$ cat src/design/dsu_pkg.sv
// Constants for the dual serial port register block.
// Assumes an 8-bit host I/O bus with a switch-selected base address.
// Contract
// RULE_01: Every register is eight bits, bit zero least significant.
// RULE_02: Registers decode at fixed offsets from a switch-selected base.
// RULE_03: Line control bit seven steers offsets zero and one to divisor.
// RULE_04: Offset zero read returns oldest received character when select clear.
// RULE_05: Offset zero write queues a byte for transmission when select clear.
// RULE_06: With select set, offsets zero and one hold divisor low and high.
// RULE_07: Divisor one gives 115200 baud; larger divisors divide proportionally.
// RULE_08: Offset one holds four interrupt enable bits when select clear.
// RULE_09: FIFO control bit0 enables, bit1 flushes receive, bit2 flushes transmit.
// RULE_10: FIFO control bits seven and six set trigger 1, 4, 8 or 14.
// RULE_11: Line control holds word length, stops, parity, stick parity, break.
// RULE_12: RS-422 sends and receives on separate pairs simultaneously.
// RULE_13: RS-485 enables the shared driver only while transmitting.
// RULE_14: RS-485 direction switching is invisible to registers.
// RULE_15: RS-422 loops data-terminal-ready back to set-ready and carrier-detect.
// RULE_16: Request-to-send mode enables the driver only while that output high.
// RULE_17: High-speed option multiplies bit rate by eight.
// RULE_18: Line state bit0 flags data ready, bit5 transmit holding empty.
// RULE_19: Frame is low start, data lsb first, parity, high stops.
package dsu_pkg;
   localparam logic [2:0] DSU_OFS_DATA = 3'h0;
   localparam logic [2:0] DSU_OFS_IER = 3'h1;
   localparam logic [2:0] DSU_OFS_FCR = 3'h2;
   localparam logic [2:0] DSU_OFS_LCR = 3'h3;
   localparam logic [2:0] DSU_OFS_MCR = 3'h4;
   localparam logic [2:0] DSU_OFS_LSR = 3'h5;
   localparam logic [2:0] DSU_OFS_MSR = 3'h6;
   localparam logic [2:0] DSU_OFS_SCR = 3'h7;
   localparam int DSU_LCR_DLS = 7;
   localparam int DSU_LCR_BRK = 6;
   localparam int DSU_LCR_STICK = 5;
   localparam int DSU_LCR_EVEN = 4;
   localparam int DSU_LCR_PEN = 3;
   localparam int DSU_LCR_STOP = 2;
   localparam int DSU_FCR_EN = 0;
   localparam int DSU_FCR_RXCLR = 1;
   localparam int DSU_FCR_TXCLR = 2;
   localparam int DSU_LSR_DR = 0;
   localparam int DSU_LSR_OE = 1;
   localparam int DSU_LSR_PE = 2;
   localparam int DSU_LSR_FE = 3;
   localparam int DSU_LSR_BI = 4;
   localparam int DSU_LSR_THRE = 5;
   localparam int DSU_LSR_TEMT = 6;
   localparam int DSU_LSR_FERR = 7;
   localparam int DSU_MCR_DTR = 0;
   localparam int DSU_MCR_RTS = 1;
   localparam logic [7:0] DSU_IER_MASK = 8'h0F;
   localparam logic [15:0] DSU_DIV_RST = 16'h000C;
   localparam logic [7:0] DSU_LCR_RST = 8'h03;
   // Oversampling: 16 ticks per bit, base tick rate 16*115200
   localparam int DSU_CLK_HZ = 100000000;
   localparam int DSU_BASE_BAUD = 115200;
   localparam int DSU_OVS = 16;
   localparam int DSU_HS_MULT = 8;
   // Fixed-point accumulator step; 24-bit phase
   localparam int DSU_ACC_W = 24;
   localparam logic [DSU_ACC_W-1:0] DSU_STEP_1X = DSU_ACC_W'(
      (64'(DSU_BASE_BAUD) * DSU_OVS * (64'h1 << DSU_ACC_W)) / DSU_CLK_HZ);
   localparam logic [DSU_ACC_W-1:0] DSU_STEP_8X = DSU_ACC_W'(
      (64'(DSU_BASE_BAUD) * DSU_OVS * DSU_HS_MULT * (64'h1 << DSU_ACC_W))
      / DSU_CLK_HZ);
   localparam logic [3:0] DSU_OVS_MID = 4'h7;
   localparam logic [3:0] DSU_OVS_LAST = 4'hF;
   localparam int DSU_FIFO_AW = 4;
   localparam logic [4:0] DSU_FIFO_DEPTH = 5'h10;
   localparam logic [4:0] DSU_TRIG_1 = 5'h01;
   localparam logic [4:0] DSU_TRIG_4 = 5'h04;
   localparam logic [4:0] DSU_TRIG_8 = 5'h08;
   localparam logic [4:0] DSU_TRIG_14 = 5'h0E;
   typedef enum logic [1:0] {DSU_DE_AUTO, DSU_DE_RTS, DSU_DE_ON} dsu_de_t;
   typedef enum {DSU_TX_IDLE, DSU_TX_START, DSU_TX_DATA, DSU_TX_PAR,
      DSU_TX_STOP} dsu_tx_t;
   typedef enum {DSU_RX_IDLE, DSU_RX_START, DSU_RX_DATA, DSU_RX_PAR,
      DSU_RX_STOP} dsu_rx_t;
endpackage

$ cat src/design/dsu_port.sv
// One serial port: 8-bit register file, FIFOs, baud timing, line drivers.
// Assumes host strobes are synchronous one-cycle pulses on core_clk.
`timescale 1ns/1ps
`default_nettype none
module dsu_port
   import dsu_pkg::*;
(
   input wire logic core_clk,
   input wire logic reset,
   input wire logic [9:0] io_addr,
   input wire logic io_rd,
   input wire logic io_wr,
   input wire logic [7:0] io_wdata,
   output logic [7:0] io_rdata,
   output logic io_sel,
   input wire logic [5:0] port_a_base_switch,
   input wire logic rs485_sel,
   input wire logic high_speed_sel,
   input wire logic [1:0] drv_mode_sel,
   input wire logic rxd_pin,
   input wire logic cts_pin,
   input wire logic dsr_pin,
   input wire logic dcd_pin,
   input wire logic ri_pin,
   output logic txd_pin,
   output logic txd_oe,
   output logic rts_pin,
   output logic dtr_pin,
   output logic irq
);
   logic [7:0] line_ctl_reg_r;
   logic [7:0] interrupt_enable_reg_r;
   logic [7:0] modem_ctl_reg_r;
   logic [7:0] scratch_r;
   logic [15:0] divisor_r;
   logic fifo_en_r;
   logic [1:0] trig_sel_r;
   logic [2:0] rx_s1_r, rx_s2_r;
   logic [3:0] ms_s1_r, ms_s2_r, ms_prev_r;
   logic [3:0] msr_delta_r;
   logic [7:0] rd_nxt;
   logic hit, dls, base_wr, base_rd;
   logic [2:0] ofs;
   // Host decode: A9 fixed high, A3..A8 from switch
   assign hit = io_addr[9] && (io_addr[8:3] == port_a_base_switch); // RULE_02
   assign ofs = io_addr[2:0];
   assign dls = line_ctl_reg_r[DSU_LCR_DLS]; // RULE_03
   assign base_wr = hit && io_wr;
   assign base_rd = hit && io_rd;
   logic [DSU_ACC_W-1:0] acc_r;
   logic tick_r;
   logic [15:0] divcnt_r;
   logic os_tick;
   // Base tick at 16x115200 (or 8x that), then divided by divisor
   always_ff @(posedge core_clk)
   begin
      if (reset)
      begin
         acc_r <= '0;
         tick_r <= 1'b0;
      end
      else
      begin
         {tick_r, acc_r} <= {1'b0, acc_r} +
            {1'b0, high_speed_sel ? DSU_STEP_8X : DSU_STEP_1X}; // RULE_17
      end
   end
   always_ff @(posedge core_clk)
   begin
      if (reset)
      begin
         divcnt_r <= 16'h0000;
      end
      else if (tick_r)
      begin
         divcnt_r <= (divcnt_r + 16'h0001 >= divisor_r) ? 16'h0000 :
            divcnt_r + 16'h0001; // RULE_07
      end
   end
   assign os_tick = tick_r && (divcnt_r + 16'h0001 >= divisor_r);
   // Transmit FIFO
   logic [4:0] tx_cnt_r, rx_cnt_r;
   logic [3:0] tx_wp_r, tx_rp_r, rx_wp_r, rx_rp_r;
   logic tx_push, tx_pop, rx_push, rx_pop, tx_clr, rx_clr;
   logic [10:0] tx_q, rx_q, rx_din;
   assign tx_clr = base_wr && ofs == DSU_OFS_FCR && io_wdata[DSU_FCR_TXCLR];
   assign rx_clr = base_wr && ofs == DSU_OFS_FCR && io_wdata[DSU_FCR_RXCLR];
   assign tx_push = base_wr && ofs == DSU_OFS_DATA && !dls &&
      tx_cnt_r != DSU_FIFO_DEPTH; // RULE_05
   always_ff @(posedge core_clk)
   begin
      if (reset || tx_clr) // RULE_09
      begin
         tx_wp_r <= 4'h0;
         tx_rp_r <= 4'h0;
         tx_cnt_r <= 5'h00;
      end
      else
      begin
         if (tx_push)
            tx_wp_r <= tx_wp_r + 4'h1;
         if (tx_pop)
            tx_rp_r <= tx_rp_r + 4'h1;
         tx_cnt_r <= tx_cnt_r + {4'h0, tx_push} - {4'h0, tx_pop};
      end
   end
   dsu_fifo_mem u_txmem (.core_clk(core_clk), .wr_en(tx_push),
      .wr_addr(tx_wp_r), .wr_data({3'h0, io_wdata}),
      .rd_addr(tx_rp_r + {3'h0, tx_pop}), .rd_data(tx_q));
   // Transmitter
   dsu_tx_t tx_st_r;
   logic [3:0] tx_ph_r;
   logic [2:0] tx_bit_r;
   logic [7:0] tx_sh_r;
   logic tx_line_r, tx_stop2_r, tx_busy;
   logic [2:0] wlen;
   logic par_bit;
   assign wlen = {1'b1, line_ctl_reg_r[1:0]};
   // Store read data lags a write into an empty queue by one cycle
   logic tx_fresh_r;
   always_ff @(posedge core_clk)
      tx_fresh_r <= !reset && tx_push && tx_cnt_r == 5'h00;
   assign tx_pop = tx_st_r == DSU_TX_IDLE && tx_cnt_r != 5'h00 && os_tick &&
      !tx_fresh_r;
   assign par_bit = line_ctl_reg_r[DSU_LCR_STICK] ?
      !line_ctl_reg_r[DSU_LCR_EVEN] :
      (^(tx_sh_r & ((8'hFF) >> (3'h7 - wlen)))) ^
      !line_ctl_reg_r[DSU_LCR_EVEN];
   always_ff @(posedge core_clk)
   begin
      if (reset)
      begin
         tx_st_r <= DSU_TX_IDLE;
         tx_ph_r <= 4'h0;
         tx_bit_r <= 3'h0;
         tx_sh_r <= 8'h00;
         tx_line_r <= 1'b1;
         tx_stop2_r <= 1'b0;
      end
      else if (os_tick)
      begin
         tx_ph_r <= tx_ph_r + 4'h1;
         case (tx_st_r)
            DSU_TX_IDLE:
            begin
               tx_ph_r <= 4'h0;
               tx_line_r <= 1'b1; // RULE_19
               if (tx_pop)
               begin
                  tx_sh_r <= tx_q[7:0];
                  tx_line_r <= 1'b0;
                  tx_st_r <= DSU_TX_START;
               end
            end
            DSU_TX_START:
            begin
               if (tx_ph_r == DSU_OVS_LAST)
               begin
                  tx_line_r <= tx_sh_r[0]; // RULE_19
                  tx_bit_r <= 3'h0;
                  tx_st_r <= DSU_TX_DATA;
               end
            end
            DSU_TX_DATA:
            begin
               if (tx_ph_r == DSU_OVS_LAST)
               begin
                  tx_bit_r <= tx_bit_r + 3'h1;
                  if (tx_bit_r == wlen)
                  begin
                     tx_line_r <= line_ctl_reg_r[DSU_LCR_PEN] ? par_bit :
                        1'b1;
                     tx_st_r <= line_ctl_reg_r[DSU_LCR_PEN] ? DSU_TX_PAR :
                        DSU_TX_STOP;
                     tx_stop2_r <= line_ctl_reg_r[DSU_LCR_STOP];
                  end
                  else
                  begin
                     tx_line_r <= tx_sh_r[tx_bit_r + 3'h1];
                  end
               end
            end
            DSU_TX_PAR:
            begin
               if (tx_ph_r == DSU_OVS_LAST)
               begin
                  tx_line_r <= 1'b1;
                  tx_st_r <= DSU_TX_STOP;
               end
            end
            DSU_TX_STOP:
            begin
               if (tx_ph_r == DSU_OVS_LAST)
               begin
                  tx_stop2_r <= 1'b0;
                  if (!tx_stop2_r)
                     tx_st_r <= DSU_TX_IDLE;
               end
            end
            default: tx_st_r <= DSU_TX_IDLE;
         endcase
      end
   end
   assign tx_busy = tx_st_r != DSU_TX_IDLE;
   // Receiver
   dsu_rx_t rx_st_r;
   logic [3:0] rx_ph_r;
   logic [2:0] rx_bit_r;
   logic [7:0] rx_sh_r;
   logic rx_perr_r, rx_push_r, rx_oe_r;
   logic [2:0] rx_flags_r;
   logic rxd;
   assign rxd = rx_s2_r[0];
   always_ff @(posedge core_clk)
   begin
      if (reset)
      begin
         rx_st_r <= DSU_RX_IDLE;
         rx_ph_r <= 4'h0;
         rx_bit_r <= 3'h0;
         rx_sh_r <= 8'h00;
         rx_perr_r <= 1'b0;
         rx_push_r <= 1'b0;
         rx_flags_r <= 3'h0;
      end
      else
      begin
         rx_push_r <= 1'b0;
         if (os_tick)
         begin
            rx_ph_r <= rx_ph_r + 4'h1;
            case (rx_st_r)
               DSU_RX_IDLE:
               begin
                  rx_ph_r <= 4'h0;
                  if (!rxd)
                     rx_st_r <= DSU_RX_START;
               end
               DSU_RX_START:
               begin
                  if (rx_ph_r == DSU_OVS_MID)
                  begin
                     rx_ph_r <= 4'h0;
                     rx_bit_r <= 3'h0;
                     rx_sh_r <= 8'h00;
                     rx_perr_r <= 1'b0;
                     rx_st_r <= rxd ? DSU_RX_IDLE : DSU_RX_DATA;
                  end
               end
               DSU_RX_DATA:
               begin
                  if (rx_ph_r == DSU_OVS_LAST)
                  begin
                     rx_sh_r[rx_bit_r] <= rxd; // RULE_19
                     rx_bit_r <= rx_bit_r + 3'h1;
                     if (rx_bit_r == wlen)
                        rx_st_r <= line_ctl_reg_r[DSU_LCR_PEN] ? DSU_RX_PAR :
                           DSU_RX_STOP;
                  end
               end
               DSU_RX_PAR:
               begin
                  if (rx_ph_r == DSU_OVS_LAST)
                  begin
                     rx_perr_r <= line_ctl_reg_r[DSU_LCR_STICK] ?
                        (rxd != !line_ctl_reg_r[DSU_LCR_EVEN]) :
                        ((^rx_sh_r) ^ rxd) != !line_ctl_reg_r[DSU_LCR_EVEN];
                     rx_st_r <= DSU_RX_STOP;
                  end
               end
               DSU_RX_STOP:
               begin
                  if (rx_ph_r == DSU_OVS_LAST)
                  begin
                     rx_push_r <= 1'b1;
                     rx_flags_r <= {!rxd && rx_sh_r == 8'h00, !rxd,
                        rx_perr_r};
                     rx_st_r <= DSU_RX_IDLE;
                  end
               end
               default: rx_st_r <= DSU_RX_IDLE;
            endcase
         end
      end
   end
   assign rx_push = rx_push_r && rx_cnt_r != DSU_FIFO_DEPTH;
   assign rx_din = {rx_flags_r, rx_sh_r};
   assign rx_pop = base_rd && ofs == DSU_OFS_DATA && !dls &&
      rx_cnt_r != 5'h00; // RULE_04
   always_ff @(posedge core_clk)
   begin
      if (reset || rx_clr) // RULE_09
      begin
         rx_wp_r <= 4'h0;
         rx_rp_r <= 4'h0;
         rx_cnt_r <= 5'h00;
      end
      else
      begin
         if (rx_push)
            rx_wp_r <= rx_wp_r + 4'h1;
         if (rx_pop)
            rx_rp_r <= rx_rp_r + 4'h1;
         rx_cnt_r <= rx_cnt_r + {4'h0, rx_push} - {4'h0, rx_pop};
      end
   end
   always_ff @(posedge core_clk)
   begin
      if (reset)
         rx_oe_r <= 1'b0;
      else if (rx_push_r && rx_cnt_r == DSU_FIFO_DEPTH)
         rx_oe_r <= 1'b1;
      else if (base_rd && ofs == DSU_OFS_LSR)
         rx_oe_r <= 1'b0;
   end
   dsu_fifo_mem u_rxmem (.core_clk(core_clk), .wr_en(rx_push),
      .wr_addr(rx_wp_r), .wr_data(rx_din),
      .rd_addr(rx_rp_r + {3'h0, rx_pop}), .rd_data(rx_q));
   // Registers
   always_ff @(posedge core_clk)
   begin
      if (reset)
      begin
         line_ctl_reg_r <= DSU_LCR_RST;
         interrupt_enable_reg_r <= 8'h00;
         modem_ctl_reg_r <= 8'h00;
         scratch_r <= 8'h00;
         divisor_r <= DSU_DIV_RST;
         fifo_en_r <= 1'b0;
         trig_sel_r <= 2'h0;
      end
      else if (base_wr)
      begin
         case (ofs)
            DSU_OFS_DATA:
               if (dls)
                  divisor_r[7:0] <= io_wdata; // RULE_06
            DSU_OFS_IER:
               if (dls)
                  divisor_r[15:8] <= io_wdata; // RULE_06
               else
                  interrupt_enable_reg_r <= io_wdata & DSU_IER_MASK; // RULE_08
            DSU_OFS_FCR:
            begin
               fifo_en_r <= io_wdata[DSU_FCR_EN]; // RULE_09
               trig_sel_r <= io_wdata[7:6]; // RULE_10
            end
            DSU_OFS_LCR: line_ctl_reg_r <= io_wdata; // RULE_11
            DSU_OFS_MCR: modem_ctl_reg_r <= io_wdata;
            DSU_OFS_SCR: scratch_r <= io_wdata;
            default: scratch_r <= scratch_r;
         endcase
      end
   end
   // Modem inputs sync and delta capture; set wins over read clear
   logic [3:0] ms_now;
   always_ff @(posedge core_clk)
   begin
      if (reset)
      begin
         rx_s1_r <= 3'h7;
         rx_s2_r <= 3'h7;
         ms_s1_r <= 4'h0;
         ms_s2_r <= 4'h0;
         ms_prev_r <= 4'h0;
         msr_delta_r <= 4'h0;
      end
      else
      begin
         rx_s1_r <= {2'h3, rxd_pin};
         rx_s2_r <= rx_s1_r;
         ms_s1_r <= {dcd_pin, ri_pin, dsr_pin, cts_pin};
         ms_s2_r <= ms_s1_r;
         ms_prev_r <= ms_now;
         msr_delta_r <= ((base_rd && ofs == DSU_OFS_MSR) ? 4'h0 : msr_delta_r)
            | (ms_now ^ ms_prev_r);
      end
   end
   // RS-422: set-ready and carrier-detect follow terminal-ready
   assign ms_now = rs485_sel ? ms_s2_r :
      {modem_ctl_reg_r[DSU_MCR_DTR], ms_s2_r[2],
      modem_ctl_reg_r[DSU_MCR_DTR], ms_s2_r[0]}; // RULE_15
   logic [4:0] trig;
   logic [7:0] line_state_reg;
   always_comb
   begin
      case (trig_sel_r)
         2'h0: trig = DSU_TRIG_1;
         2'h1: trig = DSU_TRIG_4;
         2'h2: trig = DSU_TRIG_8;
         default: trig = DSU_TRIG_14; // RULE_10
      endcase
   end
   always_comb
   begin
      line_state_reg = 8'h00;
      line_state_reg[DSU_LSR_DR] = rx_cnt_r != 5'h00; // RULE_18
      line_state_reg[DSU_LSR_OE] = rx_oe_r;
      line_state_reg[DSU_LSR_PE] = rx_cnt_r != 5'h00 && rx_q[8];
      line_state_reg[DSU_LSR_FE] = rx_cnt_r != 5'h00 && rx_q[9];
      line_state_reg[DSU_LSR_BI] = rx_cnt_r != 5'h00 && rx_q[10];
      line_state_reg[DSU_LSR_THRE] = tx_cnt_r == 5'h00; // RULE_18
      line_state_reg[DSU_LSR_TEMT] = tx_cnt_r == 5'h00 && !tx_busy;
      line_state_reg[DSU_LSR_FERR] = line_state_reg[DSU_LSR_PE] | line_state_reg[DSU_LSR_FE] |
         line_state_reg[DSU_LSR_BI];
   end
   always_comb
   begin
      case (ofs)
         DSU_OFS_DATA: rd_nxt = dls ? divisor_r[7:0] : rx_q[7:0]; // RULE_04
         DSU_OFS_IER: rd_nxt = dls ? divisor_r[15:8] : interrupt_enable_reg_r;
         DSU_OFS_FCR: rd_nxt = {fifo_en_r, fifo_en_r, 6'h00};
         DSU_OFS_LCR: rd_nxt = line_ctl_reg_r;
         DSU_OFS_MCR: rd_nxt = modem_ctl_reg_r;
         DSU_OFS_LSR: rd_nxt = line_state_reg;
         DSU_OFS_MSR: rd_nxt = {ms_now, msr_delta_r};
         default: rd_nxt = scratch_r;
      endcase
   end
   // Driver direction: no software handshake in auto mode
   logic oe_nxt, line_out;
   assign line_out = tx_line_r && !line_ctl_reg_r[DSU_LCR_BRK]; // RULE_11
   always_comb
   begin
      case (dsu_de_t'(drv_mode_sel))
         DSU_DE_RTS: oe_nxt = modem_ctl_reg_r[DSU_MCR_RTS]; // RULE_16
         DSU_DE_ON: oe_nxt = 1'b1;
         default: oe_nxt = rs485_sel ? (tx_busy || !line_out) : 1'b1;
      endcase
   end
   always_ff @(posedge core_clk)
   begin
      if (reset)
      begin
         io_rdata <= 8'h00;
         io_sel <= 1'b0;
         txd_pin <= 1'b1;
         txd_oe <= 1'b0;
         rts_pin <= 1'b0;
         dtr_pin <= 1'b0;
         irq <= 1'b0;
      end
      else
      begin
         io_rdata <= base_rd ? rd_nxt : 8'h00; // RULE_01
         io_sel <= base_rd;
         txd_pin <= line_out; // RULE_12
         txd_oe <= oe_nxt; // RULE_13 RULE_14
         rts_pin <= modem_ctl_reg_r[DSU_MCR_RTS];
         dtr_pin <= modem_ctl_reg_r[DSU_MCR_DTR];
         irq <= modem_ctl_reg_r[3] && (
            (interrupt_enable_reg_r[0] &&
               rx_cnt_r >= (fifo_en_r ? trig : DSU_TRIG_1)) ||
            (interrupt_enable_reg_r[1] && tx_cnt_r == 5'h00) ||
            (interrupt_enable_reg_r[2] && (rx_oe_r || line_state_reg[DSU_LSR_FERR])) ||
            (interrupt_enable_reg_r[3] && msr_delta_r != 4'h0));
      end
   end
endmodule
`default_nettype wire

$ cat src/design/dsu_fifo_mem.sv
// Sixteen-entry 11-bit store (byte plus three flags) with registered read data.
// Assumes one write and one read port on core_clk.
`timescale 1ns/1ps
`default_nettype none
module dsu_fifo_mem
   import dsu_pkg::*;
(
   input wire logic core_clk,
   input wire logic wr_en,
   input wire logic [DSU_FIFO_AW-1:0] wr_addr,
   input wire logic [10:0] wr_data,
   input wire logic [DSU_FIFO_AW-1:0] rd_addr,
   output logic [10:0] rd_data
);
   logic [10:0] mem [0:15];
   always_ff @(posedge core_clk)
   begin
      if (wr_en)
      begin
         mem[wr_addr] <= wr_data;
      end
      rd_data <= mem[rd_addr];
   end
endmodule
`default_nettype wire

$ cat config.mk
export PLATFORM = sky130hd
export DESIGN_NAME = dsu_port
export DESIGN_NICKNAME = d
export VERILOG_FILES = /design/src/design/dsu_pkg.sv /design/src/design/dsu_port.sv /design/src/design/dsu_fifo_mem.sv
export SDC_FILE = /design/constraint.sdc
export NUM_CORES = 1
export LEC_CHECK = 0
export ABC_CLOCK_PERIOD_IN_PS = 6500
export BUFFER_PORTS_ARGS = -buffer_cell sky130_fd_sc_hd__buf_2
export CAP_MARGIN = 10
export CORE_ASPECT_RATIO = 0.7
export CORE_MARGIN = 2
export CORE_UTILIZATION = 50
export CTS_CLUSTER_SIZE = 30
export DETAILED_ROUTE_END_ITERATION = 10
export PLACE_DENSITY = 0.66
export SYNTH_ARGS = -nofsm -noshare
export SYNTH_HDL_FRONTEND = slang
export SYNTH_SLANG_ARGS = --single-unit
$ cat constraint.sdc
create_clock -name core_clk -period 6.5 [get_ports core_clk]
set_input_delay 0.325 -clock core_clk [delete_from_list [all_inputs] [get_ports core_clk]]
set_output_delay 0.325 -clock core_clk [all_outputs]
set_load 0.01 [all_outputs]
==> metrics.md <==
| Metric | Value |
|---|---|
| Status | `completed` |
| Non-filler cells, final | `around 2400` |
| Worst slack, placed | `approximately 1.1 ns` |
| Hold-fix buffers at CTS | `5` |
| First-pass GRT wire length | `78.0 mm` |
| WL/cell | `21.3 um` |
| # Post-CTS Setup Buffers | `0` |
| Most frequent cells after synthesis | `edfxtp_1, dfxtp_1, nor2_1` |
| Most used cell, CP | `and3_1` |
| Final Critical Period | `5.34 ns` |
| Slew Limit Headroom | `29.4%` |
| Chip Width | `255 um` |
| Syn Std Cell Area | `roughly 22000 um2` |
| Tcrit/Tclk final | `between 80% and 90%` |
| Slew @ Worst Pin | `1.06 ns` |
| Final Max Slew Viols | `0` |
| Worst min-delay path class | `input port to flip-flop` |
| Clock skew | `roughly 0.027 ns` |
| Cells after DPL | `around 2300` |
| Worst setup EP type | `flip-flop` |
| Design area | `between 20000 and 25000 um2` |
| Core Box Area | `between 40000 and 50000 um2` |
| Clock sinks | `around 500` |
| Remaining DRCs | `0` |
| Leading area contributor after synthesis | `edfxtp_1` |
| I/O pin cnt | `51` |
| Maximum number of pins on one net before global-route repair | `84` |
| Critical Path Max Stage Delay | `~1.0 ns` |
| Clk Latency, worst-skew pair | `between 0.5 and 0.6 ns` |
| Seq/Total Area, Yosys | `60.7%` |
| DRT iter0 DRCs | `around 1200` |
| Fraction of layout cells with a size suffix above 1 | `between 10% and 20%` |
| Die span in y | `179 um` |
| Top cell type's share of synthesized area | `41.5%` |
| Post-synth EDFFs | `between 300 and 400` |
| Pwr per Cell Area | `about 270 nW/um2` |
| Max Freq | `~0.19 GHz` |
| CP max FO | `32` |
| Syn nets | `~1800` |
| Crit Path Class | `flip-flop to flip-flop` |
| Synthesized flop and latch total | `slightly above 500` |
| Clk slew on worst S/H paths | `0.07 ns` |
| Final WS setup | `~1.2 ns` |
| Count leader, synth | `edfxtp_1` |
| Nets | `roughly 1800` |
| TNS Setup | `0 ns` |
| Leakage | `8.64 nW` |
| Router iterations before antenna repair | `5` |
| Initial core utilization | `between 50% and 60%` |
| Clock buffer depth | `3` |
| Synth Instances | `approximately 1700` |
| Worst setup SP type | `flip-flop` |
| # setup viols final | `0` |
| Final-report hold violation count | `0` |
| HPWL after DPL | `around 33 mm` |
| Detailed Route WL | `~51 mm` |
| Psw | `1.50 mW` |
| Root Buffer | `clkbuf_16` |
| RSZ-0062 raised after global routing | `no` |
| RD Place Congestion | `between 0.8 and 0.9` |
| Worst EP required | `6.95 ns` |
| Logic pwr share | `~5.5%` |
| Site row count | `64` |
| Sw frac | `22.3%` |
| Antenna-violating nets left | `0` |
| CTS H-tree lvls | `2` |
| Crit-path slowest cell | `ha_2` |
| Reg power frac | `roughly 53%` |
| CTS resizes | `0` |
| Crit-path cells | `ha_1 > and3_1 > and3_1 > and2_1 > and3_1 > nand3_1 > xnor2_1 > ha_1 > nand4_1 > o211a_1 > o31ai_2 > nand3_1 > buf_4 > inv_1 > ha_2 > mux4_2 > mux4_2` |
| Clk network pwr share | `about two fifths` |
| Fraction of registers with async set/reset | `0%` |
| Yosys warnings | `0` |
| CTS tree | `built` |
| Number of global-route vias before repair | `roughly 13000` |
| Cell Area, Placed | `22900 um2` |
| Main flop type after synthesis | `edfxtp_1` |
| Internal power | `between 5 and 6 mW` |
| DIE AREA | `around 46000 um2` |
| Peak VDD IR | `between 0.00015 and 0.0002 V` |
| Overall Global Routing Usage | `22.3%` |
| Area Overhead vs Synth | `11.8%` |
| DR vias/cell | `between 5 and 6` |
| Max cap viols | `0` |
| Input/output buffers | `50` |
| Grt ovf | `0` |
| Cell variety after synth | `between 60 and 70` |
| Vias | `roughly 14000` |
| Antenna cells | `0` |
| Critical path data arrival time | `~5.8 ns` |
| Synth Area per Inst | `13.1 um2` |
| CTS buffer count | `between 40 and 50` |
| Ranking of synthesized cells by area | `edfxtp_1, dfxtp_1, mux4_2` |
| Antenna violations before repair | `2` |
-- final timing paths --
kind                            startpoint                    endpoint  slack, ns  depth (start not counted)
hold reg to reg      rx_s1_r[0]$_SDFF_PP1_       rx_s2_r[0]$_SDFF_PP1_       0.41                          1
setup reg to reg  divcnt_r[0]$_SDFFE_PP0P_  u_txmem.rd_data[4]$_DFF_P_       1.16                         17
hold / removal                       reset  trig_sel_r[1]$_SDFFE_PP0P_       0.10                          2
setup / recovery  divcnt_r[0]$_SDFFE_PP0P_  u_txmem.rd_data[4]$_DFF_P_       1.16                         17
-- registers in the layout (all words and copies together) (netlist names), 8 cells and up --
name	cells
rx_sh_r	8
acc_r	24
u_txmem.rd_data	8
divisor_r	16
u_txmem.mem	128
io_rdata	8
line_ctl_reg_r	8
scratch_r	8
tx_sh_r	8
u_rxmem.mem	176
divcnt_r	16
modem_ctl_reg_r	8
u_rxmem.rd_data	11
-- critical path: cells and delay by family (launching register included) --
family          cells  cell delay, ns
compound gates      2            0.29
buf+inv             2            0.30
mux                 2            1.12
xor+xnor            1            0.15
flops               1            0.39
fa+ha+maj           3            1.58
simple gates        7            1.36
-- cell families (layout without fill, tap and decap cells) --
kind of cell,after synthesis,after routing,share of synthesized area [%]
DFF,514,514,60.7
and+or+nand+nor,480,480,10.4
AOI/OAI and AO/OA,236,236,6.41
muxes,154,154,12.7
buffers and inverters,150,247,2.62
xor gates and xnor gates,83,83,3.37
adders and majority gates,66,66,3.83
-- cells in the final DEF (no fill, tap or decap), types with 8 or more instances in the layout --
master,count
nor3_1,35
nand2b_1,15
nor2b_1,25
nand4_1,10
clkbuf_16,48
edfxtp_1,304
xnor2_1,39
nand3b_1,10
nand2_1,97
xor2_1,41
a21oi_1,96
ha_1,61
buf_2,49
a21o_1,10
clkbuf_8,8
and3_1,20
o21ai_0,60
nor2_1,180
clkinv_2,8
dfxtp_1,210
mux4_2,100
clkinv_1,9
buf_4,35
or3_1,14
mux2i_1,48
inv_1,68
nand3_1,36
-- power by group through the flow --
stage | Combinational, mW | Clock (mW) | Sequential (mW)
finish | 0.367 | 2.82 | 3.52
floorplan | 0.278 | 0 | 3.58
CTS | 0.368 | 2.87 | 3.52
detailed placement | 0.361 | 0 | 3.60
global route | 0.415 | 3.00 | 3.53
global placement | 0.355 | 0 | 3.59
-- per-layer routing --
metal,routed length (um),part of all wire [%],vias up,GRT usage (%)
met5,13,0.026,-,0
met4,943,1.9,2,5.08
met3,3970,7.8,66,4.43
met2,22100,44,504,32.3
met1,23600,47,6744,34.9
li1,-,-,6319,-
-- final cells by class --
cell class | instances | area, um2
Multi-Input combinational cell | 1019 | 8100
Clock buffer | 60 | 1330
Timing Repair Buffer | 89 | 558
Tap cell | 594 | 743
Fill cell | 3514 | 19000
Clock inverter | 30 | 263
Inverter | 68 | 255
Sequential cell | 514 | 13300
-- per-stage QoR --
| stage | hold slack [ns] | power [mW] | utilization (%) |
|---|---|---|---|
| 6_report | 0.105 | 6.71 | 56.4 |
| 5_1_grt | 0.0965 | 6.95 | 56.4 |
| 4_1_cts | 0.0848 | 6.76 | 56.4 |
| 3_5_place_dp | 0.392 | 3.96 | 52.7 |
| 3_3_place_gp | 0.393 | 3.95 | 52.7 |
| 2_1_floorplan | 0.389 | 3.86 | - |
(Power assumes the default switching activity.)
